==> src/longline_pkg.sv <==
package longline_pkg;

    // Array geometry: routing rows and columns and drivers per row.
    localparam int NUM_ROWS         = 4;
    localparam int NUM_COLS         = 4;
    localparam int VLINES_PER_COL   = 3;
    localparam int HLINES_PER_ROW   = 2;
    localparam int BUFS_PER_BLOCK   = 2;
    localparam int BUFS_PER_ROW     = NUM_COLS * BUFS_PER_BLOCK;
    localparam int NUM_BLOCKS       = NUM_ROWS * NUM_COLS;

    // Reset values.
    localparam logic KEEP_RESET     = 1'h1;
    localparam logic DIV_RESET      = 1'h0;

    // Clock source choice for one logic block clock input.
    typedef enum logic [1:0] {
        CLK_SRC_GLOBAL,
        CLK_SRC_ALT,
        CLK_SRC_ROUTED,
        CLK_SRC_NONE
    } clk_src_t;

    // One 3-state driver onto a horizontal long line.
    typedef struct packed {
        logic data;
        logic ctrl_n;   // Low enables the driver.
    } tbuf_t;

    // Oscillator path configuration.
    typedef struct packed {
        logic osc_enable;
        logic div2_enable;
    } osc_cfg_t;

endpackage

==> src/hline_resolve.sv <==
`timescale 1ns/1ps

// Resolves one horizontal long line from its 3-state drivers, end pull-ups
// and weak keeper. Drivers are modelled as enables, never as high impedance.
module hline_resolve (
    input  wire logic                                         clk,
    input  wire logic                                         resetn,
    input  wire longline_pkg::tbuf_t [longline_pkg::BUFS_PER_ROW-1:0] drv,
    input  wire logic                                         pullup_en,
    output logic                                              line,
    output logic                                              contention
);

    logic any_low;
    logic any_high;
    logic keep;
    logic next_keep;

    always_comb begin
        any_low  = 1'b0;
        any_high = 1'b0;
        for (int i = 0; i < longline_pkg::BUFS_PER_ROW; i++) begin
            if (!drv[i].ctrl_n) begin
                any_low  = any_low | ~drv[i].data;
                any_high = any_high | drv[i].data;
            end
        end
    end

    always_comb begin
        contention = any_low & any_high;
        if (contention) begin
            line = 1'bx;    // Disagreeing drivers give an unknown in simulation.
        end else if (any_low) begin
            line = 1'b0;
        end else if (any_high) begin
            line = 1'b1;
        end else if (pullup_en) begin
            line = 1'b1;
        end else begin
            line = keep;
        end
    end

    // The keeper only tracks clean levels so an unknown never gets latched.
    always_comb begin
        next_keep = contention ? keep : line;
    end

    always_ff @(posedge clk or negedge resetn) begin
        if (!resetn) begin
            keep <= longline_pkg::KEEP_RESET;
        end else begin
            keep <= next_keep;
        end
    end

    property p_low_wins;
        @(posedge clk) disable iff (!resetn)
        (any_low && !any_high) |-> (line == 1'b0);
    endproperty
    a_low_wins: assert property (p_low_wins) else $error("Low drive lost.");

    property p_high_wins;
        @(posedge clk) disable iff (!resetn)
        (any_high && !any_low) |-> line;
    endproperty
    a_high_wins: assert property (p_high_wins) else $error("High drive lost.");

    property p_pull_high;
        @(posedge clk) disable iff (!resetn)
        (!any_low && !any_high && pullup_en) |-> line;
    endproperty
    a_pull_high: assert property (p_pull_high) else $error("Pull-up lost.");

    // keeper holds level
    // The past reset guard keeps the reset value of the keeper out of the check.
    property p_keeper;
        @(posedge clk) disable iff (!resetn)
        ($past(resetn) && !any_low && !any_high && !pullup_en && !$past(contention))
        |-> (line == $past(line));
    endproperty
    a_keeper: assert property (p_keeper) else $error("Keeper lost level.");

endmodule

==> src/longline_fabric.sv <==
`timescale 1ns/1ps

// Overview of operation
// - Three vertical, two horizontal lines each.
// - Block outputs drive vertical lines per column.
// - Global buffer can clock every logic block.
// - Per-block bits choose clock source.
// - Global net optionally drives edge clocks.
// - Alternate buffer feeds one vertical per column.
// - Two 3-state buffers drive when Low.
// - Shared data/control forms wired-AND.
// - End pull-ups read High when idle.
// - Weak keeper holds last driven level.
// - Optional oscillator divide-by-two for symmetry.
// - Oscillator connects only after configuration.
module longline_fabric (
    input  wire logic                      clk,
    input  wire logic                      resetn,
    input  wire logic                      global_clk_in,
    input  wire logic                      alt_clk_in,
    input  wire logic                      osc_in,
    input  wire logic                      config_done,
    input  wire longline_pkg::osc_cfg_t    osc_cfg,
    input  wire logic                      edge_clk_en,
    input  wire longline_pkg::tbuf_t [longline_pkg::NUM_ROWS*longline_pkg::BUFS_PER_ROW-1:0] tbuf,
    input  wire logic [longline_pkg::NUM_ROWS-1:0] pullup_en,
    input  wire logic [longline_pkg::NUM_COLS*longline_pkg::VLINES_PER_COL-1:0] vdrv_en,
    input  wire logic [longline_pkg::NUM_COLS*longline_pkg::VLINES_PER_COL-1:0] vdrv_data,
    input  wire logic [longline_pkg::NUM_COLS-1:0] alt_col_en,
    input  wire logic [longline_pkg::NUM_BLOCKS*2-1:0] clk_sel,
    input  wire logic [longline_pkg::NUM_BLOCKS-1:0] routed_clk,
    output logic [longline_pkg::NUM_ROWS*longline_pkg::HLINES_PER_ROW-1:0] hline,
    output logic [longline_pkg::NUM_ROWS-1:0] hline_contention,
    output logic [longline_pkg::NUM_COLS*longline_pkg::VLINES_PER_COL-1:0] vline,
    output logic [longline_pkg::NUM_BLOCKS-1:0] block_clk,
    output logic                           edge_clk,
    output logic                           osc_out
);

    localparam int VL = longline_pkg::VLINES_PER_COL;
    localparam int BR = longline_pkg::BUFS_PER_ROW;

    // Field width of one clock choice, the column line that can host the alternate
    // net, and the row whose second line carries that net.
    localparam int SEL_W  = $bits(longline_pkg::clk_src_t);
    localparam int ALT_VL = VL - 1;
    localparam int LAST_R = longline_pkg::NUM_ROWS - 1;

    logic global_net;
    logic alt_net;
    logic div_q;
    logic next_div_q;
    logic osc_src;

    always_comb begin
        next_div_q = osc_cfg.div2_enable ? ~div_q : longline_pkg::DIV_RESET;
    end

    always_ff @(posedge clk or negedge resetn) begin
        if (!resetn) begin
            div_q <= longline_pkg::DIV_RESET;
        end else begin
            div_q <= next_div_q;
        end
    end

    always_comb begin
        osc_src = osc_cfg.div2_enable ? div_q : osc_in;
        osc_out = osc_cfg.osc_enable & config_done & osc_src;
    end

    always_comb begin
        global_net = global_clk_in;
        alt_net    = alt_clk_in;
        edge_clk   = edge_clk_en & global_net;
    end

    genvar r;
    generate
        for (r = 0; r < longline_pkg::NUM_ROWS; r++) begin : g_row
            logic bus_line;
            hline_resolve u_bus (
                .clk        (clk),
                .resetn     (resetn),
                .drv        (tbuf[r*BR +: BR]),
                .pullup_en  (pullup_en[r]),
                .line       (bus_line),
                .contention (hline_contention[r])
            );
            // The second line of a row carries the alternate clock on the last row.
            assign hline[r*longline_pkg::HLINES_PER_ROW]     = bus_line;
            assign hline[r*longline_pkg::HLINES_PER_ROW + 1] =
                (r == longline_pkg::NUM_ROWS - 1) ? alt_net : bus_line;

            if (r == LAST_R) begin : g_alt
                property p_alt_row;
                    @(posedge clk) disable iff (!resetn)
                    hline[r*longline_pkg::HLINES_PER_ROW + 1] == alt_net;
                endproperty
                a_alt_row: assert property (p_alt_row) else $error("Alternate row lost.");
            end else begin : g_pair
                // both row lines agree
                // A clash leaves the line unknown, so the check waits for a clean bus.
                property p_row_pair;
                    @(posedge clk) disable iff (!resetn)
                    !hline_contention[r] |-> (hline[r*longline_pkg::HLINES_PER_ROW + 1]
                                              == hline[r*longline_pkg::HLINES_PER_ROW]);
                endproperty
                a_row_pair: assert property (p_row_pair) else $error("Row lines differ.");
            end
        end
    endgenerate

    genvar c;
    generate
        for (c = 0; c < longline_pkg::NUM_COLS; c++) begin : g_col
            // Line 0 takes block drive, line 1 too, line 2 can take the alternate net.
            assign vline[c*VL]     = vdrv_en[c*VL] & vdrv_data[c*VL];
            assign vline[c*VL + 1] = vdrv_en[c*VL + 1] & vdrv_data[c*VL + 1];
            assign vline[c*VL + ALT_VL] = alt_col_en[c] ? alt_net
                                        : (vdrv_en[c*VL + ALT_VL] & vdrv_data[c*VL + ALT_VL]);

            property p_vdrive;
                @(posedge clk) disable iff (!resetn)
                vdrv_en[c*VL] |-> (vline[c*VL] == vdrv_data[c*VL]);
            endproperty
            a_vdrive: assert property (p_vdrive) else $error("Column drive lost.");

            // alternate reaches column
            // The alternate connection overrides block drive on that line by choice.
            property p_alt_col;
                @(posedge clk) disable iff (!resetn)
                alt_col_en[c] |-> (vline[c*VL + ALT_VL] == alt_net);
            endproperty
            a_alt_col: assert property (p_alt_col) else $error("Alternate net missing.");
        end
    endgenerate

    genvar b;
    generate
        for (b = 0; b < longline_pkg::NUM_BLOCKS; b++) begin : g_blk
            longline_pkg::clk_src_t sel;
            assign sel = longline_pkg::clk_src_t'(clk_sel[b*SEL_W +: SEL_W]);
            always_comb begin
                case (sel)
                    longline_pkg::CLK_SRC_GLOBAL: block_clk[b] = global_net;
                    longline_pkg::CLK_SRC_ALT:    block_clk[b] = alt_net;
                    longline_pkg::CLK_SRC_ROUTED: block_clk[b] = routed_clk[b];
                    default:                      block_clk[b] = 1'b0;
                endcase
            end

            property p_gsel;
                @(posedge clk) disable iff (!resetn)
                (sel == longline_pkg::CLK_SRC_GLOBAL) |-> (block_clk[b] == global_net);
            endproperty
            a_gsel: assert property (p_gsel) else $error("Global clock not selected.");

            property p_asel;
                @(posedge clk) disable iff (!resetn)
                (sel == longline_pkg::CLK_SRC_ALT) |-> (block_clk[b] == alt_net);
            endproperty
            a_asel: assert property (p_asel) else $error("Alternate clock not selected.");

            property p_rsel;
                @(posedge clk) disable iff (!resetn)
                (sel == longline_pkg::CLK_SRC_ROUTED) |-> (block_clk[b] == routed_clk[b]);
            endproperty
            a_rsel: assert property (p_rsel) else $error("Routed clock not selected.");
        end
    endgenerate

    // no output before done
    // The oscillator may already run here; only its connection is held back.
    property p_osc_gate;
        @(posedge clk) disable iff (!resetn)
        !config_done |-> !osc_out;
    endproperty
    a_osc_gate: assert property (p_osc_gate) else $error("Oscillator before done.");

    property p_osc_pass;
        @(posedge clk) disable iff (!resetn)
        (config_done && osc_cfg.osc_enable && !osc_cfg.div2_enable) |-> (osc_out == osc_in);
    endproperty
    a_osc_pass: assert property (p_osc_pass) else $error("Oscillator path lost.");

    // divider toggles each edge
    // The past reset guard skips the edge at which the divider leaves reset.
    property p_div;
        @(posedge clk) disable iff (!resetn)
        ($past(resetn) && osc_cfg.div2_enable && $past(osc_cfg.div2_enable))
        |-> (div_q != $past(div_q));
    endproperty
    a_div: assert property (p_div) else $error("Divider stuck.");

    property p_edge;
        @(posedge clk) disable iff (!resetn)
        !edge_clk_en |-> !edge_clk;
    endproperty
    a_edge: assert property (p_edge) else $error("Edge clock leak.");

    property p_edge_on;
        @(posedge clk) disable iff (!resetn)
        edge_clk_en |-> (edge_clk == global_net);
    endproperty
    a_edge_on: assert property (p_edge_on) else $error("Edge clock lost.");

endmodule

==> config.mk <==
export PLATFORM = sky130hd
export DESIGN_NAME = longline_fabric
export DESIGN_NICKNAME = d
export VERILOG_FILES = /design/src/longline_pkg.sv /design/src/hline_resolve.sv /design/src/longline_fabric.sv
export SDC_FILE = /design/constraint.sdc
export NUM_CORES = 1
export LEC_CHECK = 0
export BUFFER_PORTS_ARGS = -buffer_cell sky130_fd_sc_hd__buf_2
export CORE_AREA = 2 2 75 77
export DETAILED_ROUTE_END_ITERATION = 10
export DIE_AREA = 0 0 77 79
export GPL_ROUTABILITY_DRIVEN = 0
export PLACE_DENSITY = 0.68
export SYNTH_ARGS = -nofsm -noshare
export SYNTH_HDL_FRONTEND = slang
export SYNTH_SLANG_ARGS = --single-unit
==> constraint.sdc <==
create_clock -name clk -period 2 [get_ports clk]
set_clock_uncertainty 0.05 [all_clocks]
set_input_delay 0.3 -clock clk [delete_from_list [all_inputs] [get_ports clk]]
set_output_delay 0.3 -clock clk [all_outputs]
set_load 0.03 [all_outputs]
After elaboration in Yosys (flattened, before gate mapping)
Index checks and enable logic that the tools add are counted.

storage, ports and cells
  bits in latches = 0
  memories kept = 0
  bits in writable memories = 0
  output and inout port bits = 42
  bits in registers = 5
  memory bits (read-only) = 0

operators by class
  div/mod/pow operators = 0
  shift operators = 0
  $mul = 0
  add/subtract/negate cells = 0
  bitwise operators = 108
  order comparisons = 0
  reduce and logical (&&, ||, !) cells = 16
  equal/unequal tests = 32
  muxes and demuxes = 102

operators with widths
  kind                                                             number
  1-bit two-way mux                                                86
  1-bit OR                                                         56
  1-bit case mux with 3 select lines                               16
  1-bit NOT                                                        33
  2-bit by 1-bit == test with 1-bit output, second input constant  16
  2-bit == test, second input constant                             16
  2-bit zero test                                                  16
  1-bit bitwise AND                                                19

Depth between registers and ports, before layout
Gate-level depths: netlist of the first run.

  depth in word-level cells = 18
  depth in mapped cells = 5
  mapped depth without buffers = 4

By module
A second synthesis of the first run with hierarchy kept.

unflattened totals
  cell total of the unflattened synthesis = 178
  area total of the unflattened synthesis = 1,333.8 um2

by module, submodules not included
  module           times used  seq. area each (um2)  cells an instance  area an instance (um2)
  hline_resolve    4           26.3                  23                 188.9
  longline_fabric  1           25.0                  86                 578.1

Least setup slack after synthesis of the first run
No wires, ideal clock.

  kind = input to output
  from = input port global_clk_in
  to = output port block_clk[10] (netlist name)
  path slack = 0.263 ns
  buffers on the path = 2
  stages = 4
  arrival time = 1.387 ns
  cell sequence = clkbuf_1 clkbuf_1 mux2i_1 o22ai_1

on the way
  longest elaborated chain between the ends = 1

RTL lines
  item                                RTL line                RTL
  from (decl)                         longline_fabric.sv:19   input wire logic global_clk_in,
  1-bit case mux with 3 select lines  longline_fabric.sv:145  case (sel)
  to (decl)                           longline_fabric.sv:35   output logic [longline_pkg::NUM_BLOCKS-1:0] block_clk,

Every way passes these cells.

Final worst setup path of the first run
  from = input port tbuf[37] (netlist name)
  to = output port hline[4] (netlist name)

on the way
  longest elaborated chain between the ends = 15
  elaborated cells between the ends (all ways) = 28
  those cells by class = mux (15); bitwise (13)

RTL lines
  item                                                  RTL line                                  RTL
  from (decl)                                           longline_fabric.sv:25                     input wire longline_pkg::tbuf_t [longline_pkg::NUM_ROWS*longline_pkg::BUFS_PER_ROW-1:0] tbuf,
  1-bit OR / 1-bit NOT (equally long branches)          hline_resolve.sv:25, hline_resolve.sv:24
  1-bit two-way mux / 1-bit OR (equally long branches)  hline_resolve.sv:23, hline_resolve.sv:24
  1-bit OR / 1-bit two-way mux (equally long branches)  hline_resolve.sv:25, hline_resolve.sv:23
  1-bit two-way mux / 1-bit OR (equally long branches)  hline_resolve.sv:23, hline_resolve.sv:24
  1-bit OR / 1-bit two-way mux (equally long branches)  hline_resolve.sv:25, hline_resolve.sv:23
  1-bit two-way mux / 1-bit OR (equally long branches)  hline_resolve.sv:23, hline_resolve.sv:24
  1-bit OR / 1-bit two-way mux (equally long branches)  hline_resolve.sv:25, hline_resolve.sv:23
  1-bit two-way mux / 1-bit OR (equally long branches)  hline_resolve.sv:23, hline_resolve.sv:24
  1-bit OR / 1-bit two-way mux (equally long branches)  hline_resolve.sv:25, hline_resolve.sv:23
  1-bit two-way mux / 1-bit OR (equally long branches)  hline_resolve.sv:23, hline_resolve.sv:24
  1-bit OR / 1-bit two-way mux (equally long branches)  hline_resolve.sv:25, hline_resolve.sv:23
  1-bit two-way mux / 1-bit OR (equally long branches)  hline_resolve.sv:23, hline_resolve.sv:24
  1-bit two-way mux (on tied branches)                  hline_resolve.sv:36, hline_resolve.sv:23
  1-bit two-way mux (*)                                 hline_resolve.sv:34                       end else if (any_low) begin
  1-bit two-way mux (*)                                 hline_resolve.sv:32                       if (contention) begin
  to (decl)                                             longline_fabric.sv:32                     output logic [longline_pkg::NUM_ROWS*longline_pkg::HLINES_PER_ROW-1:0] hline,

Every way passes the cells marked *; elsewhere a longest branch is shown, timed or not. The select of a mux whose other input is x is not followed.

==> results of run 1 <==
## synthesized netlist by cell type (all sizes together)
master   count  area [um2]
dfrtp        1        25.0
or2          4        25.0
nand2       23        86.3
o22ai       38         238
and2b        3        22.5
inv         20        75.1
o21ai        6        30.0
nand2b       9        56.3
nor2         1        3.75
mux2i       17         170
o2111ai      4        35.0
buf         12        90.1
o311a        4        40.0
or4          4        30.0
or3          4        25.0
o31a         4        35.0
and2         9        56.3
clkbuf       4        15.0
nor2b        2        12.5
dfstp        4         105
nor4         4        25.0
or2b         3        22.5
nand3b       2        15.0
## sequential cells by signal, summed over array words and instances (netlist names)
name / count
div_q: 1
g_row.u_bus.keep: 4
## per-layer routing
layer  up-vias  GRT usage  wire length [um]
met5         -          0                 0
met4         0     0.0304                30
met3         4     0.0307               481
met2       106      0.271              2410
met1       885      0.139              1700
li1       1034          -                 -
## layout make-up
class	count	share of cell area
inverter	20	0.0334
clock buffer	4	0.0200
timing repair buffer	195	0.436
multi-input combinational	141	0.413
sequential	5	0.0578
tap	72	0.0400
## metrics by stage
| step | setup WS [ns] | cell area (um2) | std cells |
|---|---|---|---|
| global route | 0.0636 | 2250 | 437 |
| floorplan | 0.263 | 1240 | 182 |
| global placement | 0.195 | 2190 | 432 |
| finish | 0.174 | 2250 | 437 |
| detailed placement | 0.163 | 2190 | 432 |
| CTS | 0.160 | 2250 | 437 |
## how the worst max path moves through the flow
stage,start,to,cells past startpoint
after floorplan,global_clk_in,block_clk[10],4
after global placement,tbuf[37],hline[4],6
after detailed placement,tbuf[37],hline[4],6
after CTS,tbuf[37],hline[4],6
after global routing,tbuf[23],hline[2],5
final,tbuf[37],hline[4],6
## power by group through the flow
| stage | Sequential, mW | Combinational (mW) | Clock, mW |
|---|---|---|---|
| finish | 0.169 | 0.565 | 0.187 |
| global route | 0.174 | 0.617 | 0.203 |
| CTS | 0.169 | 0.571 | 0.192 |
| detailed placement | 0.170 | 0.568 | 0 |
| global placement | 0.167 | 0.559 | 0 |
| floorplan | 0.163 | 0.337 | 0 |
## repair_timing
action | in CTS | in global routing
setup buffers | 0 | 0
endpoints found under the hold margin | 1 | 0
hold buffers | 1 | 0
## logic make-up (layout without fill, tap and decap cells)
kind of cell | after synthesis | count (layout) | share of synthesized area
AOI/OAI and AO/OA | 56 | 56 | 0.305
buffers and inverters | 36 | 219 | 0.145
DFF | 5 | 5 | 0.105
muxes | 17 | 17 | 0.137
and+or+nand+nor | 68 | 68 | 0.307
==> reports/results.txt, run 1 <==
The longest clock path from root to sink contains 2 buffers. The effective utilization at floorplan is 0.232. The worst path in the final design needs a cycle of 1.83 ns, including I/O delays and setup. For the via count of the first global-routing pass, the log shows 1801. The number of antenna violations at the first check in global routing came out at 0. The repair_antennas step left the layout with diodes totalling 0. In this design, the stage delay of the slowest critical-path cell is 0.36 ns. Cell repeated most along the worst path: buf_2.

For the share of synthesized area occupied by flip-flops and latches, the log shows 0.105. Detailed placement HPWL: 4.25 mm. IR analysis of the VDD net gives a maximum drop of 206 uV.

Counting the buffers created by CTS gives 3. The area used by sequential logic in the layout is 130 um2. The clock-pin slew reported for the worst setup and hold paths after clock tree synthesis works out to 0.04 ns. The number of H-tree levels was 1; the number of maximum-capacitance violations was 0.

The tools report the static leakage power as 1.31 nW. The tools report the endpoint of the worst hold path as div_q$_DFF_PN0_. After the first detailed-routing iteration, the DRC count stood at 42. For this run, the detailed router's first-pass iteration total came to 4.

A synthesized cell averages 6.81 um2. Global routing finished with a remaining overflow of 0. Setup repair after global routing left no endpoint under its margin. For the net switching power, the log shows 0.371 mW. The critical path in this run is classified as primary input to output pin. In this run the worst path has a maximum fanout of 3. The total I/O pin count came out at 195.

After clock tree synthesis, the repair step resized 0 gates. The tools report the number of slew-limit violations in the final report as 0. The total of buffers placed on input and output ports is 194.

The relative area change from synthesis to final layout is 81.6%, and the share of the cycle needed by the critical path after routing is 0.913. The final wirelength is 4.62 mm. Most common cell after layout, fill and taps aside: buf_2. The flow ran to the end, and the final reports show no timing, DRC or antenna violations. After layout, the design draws a total of 0.922 mW. The cell depth of the worst hold path was 2. The worst register-to-register path ends at g_row[1].u_bus.keep$_DFFE_PN1N_. The slack of the worst reg-to-reg path was 1.09 ns.

The switching share of total power works out to 0.403. The floorplan has 27 rows. The count of mapped cells out of synthesis was 182. The part of the power in combinational logic is 0.613, and the final setup violation count is 0.

The total internal power came out at 0.551 mW. The actual transition at the worst max-transition pin is 0.502 ns. Clock group share of total power: 0.203. Adding up every negative setup slack in the final design gives 0 ns.

The count of final hold-check violations is 0. Count of different cell masters after synthesis: 23. The run gives 0.662 as the headroom to the max-slew limit. The tools report the endpoint class of the critical path as an output pin. The total global routing track utilization was 0.134; the die span in y was 79 um. At the later pin of the worst-skew pair, clock insertion delay measures 0.22 ns.

The logs give 7.04 mm for the wire length of the first global-routing pass and 6080 um2 for the total die area. The logs give 5340 um2 for the area of the core region and 0 for the yosys synthesis warning count. The path class of the tightest hold or removal check is primary input to flip-flop. Largest net degree at the start of global routing: 22. The run gives 0.421 as the core utilization of the finished layout. The mapped netlist covers 1240 um2. The per-cell via count in the routed design works out to 4.64. Measured in cells, the most critical reg-to-reg path has a length of 2. The critical path goes through buf_2 -> or2b_1 -> o2111ai_1 -> or3_1 -> o31a_1 -> buf_2. Flip-flop and latch count after synthesis: 5.

Across all hold checks on the routed design, the worst slack comes to 0.275 ns. Fill cells in the final layout number 553. The tools report the maximum clock rate as 548 MHz. The post-synth net total came out at 335. CTS placed an instance of clkbuf_8 at the clock tree root. The ratio of total power to cell area came out at 410 nW/um2.

The tools report the start point of the worst min-delay path as osc_cfg[0]. Detailed routing inserted a total of 2029 vias. For the worst setup path, the data required time is 1.65 ns. On the critical path, the stage with the largest delay is an instance of or3_1.

From left edge to right edge, the die measures 77 um. The library cells used most frequently in the layout, excluding fill and tap cells, are buf_2 (194), o22ai_1 (38), nand2_1 (23), inv_1 (20), mux2i_1 (17). The sequential share of power is 0.184, and the final routed wire length divided by cell count is 10.6 um. Number of nets with antenna violations after detailed routing: 0.

The number of clock sinks seen by CTS came out at 5. Summing all multi-input logic gate instances after layout gives 928 um2. The final layout contains 519 nets. In this run the critical register-to-register path is launched from g_row[1].u_bus.keep$_DFFE_PN1N_.

In the routed design, unresolved DRC markers number 0. On the critical path the largest part of the delay comes from simple AND/OR/NAND/NOR gates. Share of cells above drive strength 1: 0.562.

STA puts the critical path data arrival time at 1.48 ns. The number of buffers and inverters on the critical path is 2. The worst setup path is launched from a primary input. TritonCTS built the clock tree.
Power figures use the tool's default switching activity.
==> run 2, diff against run 1 <==
==> constraint.sdc (replaced) <==
create_clock -name clk -period 2.3 [get_ports clk]
set_clock_uncertainty 0.05 [all_clocks]
set_input_delay 0.345 -clock clk [delete_from_list [all_inputs] [get_ports clk]]
set_output_delay 0.345 -clock clk [all_outputs]
set_load 0.03 [all_outputs]
==> run 2 against run 1 <==
Net effect: design area unchanged; critical path type unchanged; power decreased by 13%; global-route usage about the same; clock power decreased by 14%; first-iteration DRC count decreased by 7.1%; count of clock-buffer cells in the layout unchanged; die area unchanged; combinational power decreased by 13%.
==> reports/results.txt, run 2 (synthesis gave the netlist of run 1 again) <==
Along the worst path, the maximum fanout reaches 3. By instance count, the cell type seen most on the critical path is buf_2. The arrival time of data at the critical path endpoint is 1.52 ns, and the time the final worst path needs with I/O delays and setup is 1.91 ns. The repair_antennas step left the layout with diodes totalling 0. For the number of antenna violations at the first check in global routing, the log shows 0.

The worst-case IR drop observed on VDD is 226 uV. The number of hold-repair buffers added at the cts stage came out at 1. The share of cells above drive strength 1 is 0.562. The headroom to the max-slew limit was 0.671. The total global routing track utilization is 0.134, and the highest cell delay on the worst timing path is 0.35 ns. The switching share of total power works out to 0.401. The logs give 0.270 for the global routing usage on met2 and 519 for the number of nets in the finished design.

The run gives 3 as the number of buffers created by CTS. Fraction of met3 tracks used by global routing: 0.0284. The floorplan step defined a die boundary enclosing 6080 um2.

The count of final hold-check violations is 0, and the clock-pin slew reported for the worst setup and hold paths after clock tree synthesis is 0.04 ns. The tools report the clock latency reported for the late side of the worst-skew pair as 0.21 ns. The run finished with clean final reports. Once detailed placement completed, the half-perimeter wirelength came to 4.20 mm. The per-cell via count in the routed design works out to 4.56.

The maximum clock rate is 522 MHz. Global routing finished with a remaining overflow of 0. For the static leakage power, the log shows 1.31 nW.

TritonCTS built the clock tree. For this run, design rule violations remaining after detail routing come to 0. On the critical path the largest part of the delay comes from simple AND/OR/NAND/NOR gates. Leaving out fill and tap cells, the most frequent cell in the layout is buf_2. The register with the most flip-flops in the layout has 4 of them. Clock group share of total power: 0.200. The library cells used most frequently in the layout, excluding fill and tap cells, are buf_2 (194), o22ai_1 (38), nand2_1 (23), inv_1 (20), mux2i_1 (17).

The clock passes through at most 2 buffers. The buffers plus inverters on the worst setup path was 2. The standard-cell row count was 27. The critical path goes through buf_2 -> or2b_1 -> o2111ai_1 -> or3_1 -> o31a_1 -> buf_2. The logs give 39 for the iteration-0 DRC count of the detailed router and 1992 for the number of vias after detailed routing. The sequential share of power is 0.184, and the total I/O pin count is 195. The total of buffers placed on input and output ports is 194. The die span in y came out at 79 um. The tools report the area of the core region as 5340 um2. Internal power comes to 0.479 mW. Setup violations remaining at the end of the flow were counted as 0. The total chip power was 0.799 mW.

In this run the power spent charging and discharging nets is 0.321 mW. The first detailed-routing pass took 4 iterations. For the effective utilization at floorplan, the log shows 0.232. The worst min-delay path category was primary input to flip-flop. The tools report the required time of the critical path as 1.90 ns. The logs give 0.144 for the routing usage on met1 and 0.616 for the part of the power in combinational logic. The clock tree root driver cell is clkbuf_8. The tools report the largest net degree at the start of global routing as 22. The final routed wire length divided by cell count came out at 10.6 um. The tool flagged a number of max-cap violations equal to 0. The largest register by flop count was g_row.u_bus.keep.

The share of the cycle needed by the critical path after routing is 0.833, and the via count of the first global-routing pass is 1764. The filler cell count was 552. The final layout contains routed wiring with a total length of 4.63 mm. The global routing stage identified its most utilized layer as met2. The critical path is of the primary input to output pin type. The count of nets left with antenna violations once routing finished came out at 0.

The tools report the post-CTS setup repair buffer count as 0. The number of gates resized after CTS was 0. In the final timing run, aggregate negative setup slack is 0 ns. The tools report the wire length of the first global-routing pass as 7.11 mm. The number of H-tree levels came out at 1.

From left edge to right edge, the die measures 77 um. The actual transition at the worst max-transition pin is 0.489 ns. In the final layout, the registers with the most flip-flops are g_row.u_bus.keep: 4 flops, div_q: 1 flops. The area growth from synthesis to layout is 81.6%. The worst setup path is captured at an output pin.

Setup repair after global routing left no endpoint under its margin. Number of slew-limit violations in the final report: 0. The worst setup path is launched from a primary input.

The number of clock sinks seen by CTS was 5; the ratio of total power to cell area was 355 nW/um2. The slowest library cell on the worst path was or3_1.
## run 2: worst paths after layout
kind,end,cells past startpoint,start,slack [ns]
setup reg to reg,g_row[1].u_bus.keep$_DFFE_PN1N_,2,g_row[1].u_bus.keep$_DFFE_PN1N_,1.37
setup / recovery,hline[4],6,tbuf[37],0.39
max in group asynchronous,g_row[3].u_bus.keep$_DFFE_PN1N_,2,resetn,1.56
hold / removal,div_q$_DFF_PN0_,2,osc_cfg[0],0.33
hold reg to reg,div_q$_DFF_PN0_,1,div_q$_DFF_PN0_,0.38
min in group asynchronous,div_q$_DFF_PN0_,2,resetn,0.42
## run 2: power by group through the flow
stage	sequential, mW	combinational [mW]	clock, mW
global placement	0.146	0.486	0
CTS	0.146	0.496	0.164
floorplan	0.141	0.293	0
global route	0.150	0.536	0.172
finish	0.147	0.492	0.160
detailed placement	0.147	0.493	0
## run 2: metal layers
metal	vias up	wire, um
met5	-	0
met3	0	418
met2	99	2400
li1	1033	-
met4	0	0
met1	860	1810
## run 2: cell type report
class,count,area [um2],area share
clock buffers,4,45.0,0.0200
inverters,20,75.1,0.0334
multi-input cells,141,928,0.413
flip-flops and latches,5,130,0.0578
well taps,72,90.1,0.0400
repair buffers,195,981,0.436
## run 2: per-stage QoR
stage          instances  hold slack (ns)  setup WS [ns]  area, um2   util
2_1_floorplan        182        -0.000591          0.473       1240      -
5_1_grt              437            0.332          0.283       2250  0.421
3_3_place_gp         432            0.121          0.405       2190  0.411
4_1_cts              437            0.323          0.377       2250  0.421
6_report             437            0.327          0.385       2250  0.421
3_5_place_dp         432            0.120          0.381       2190  0.411
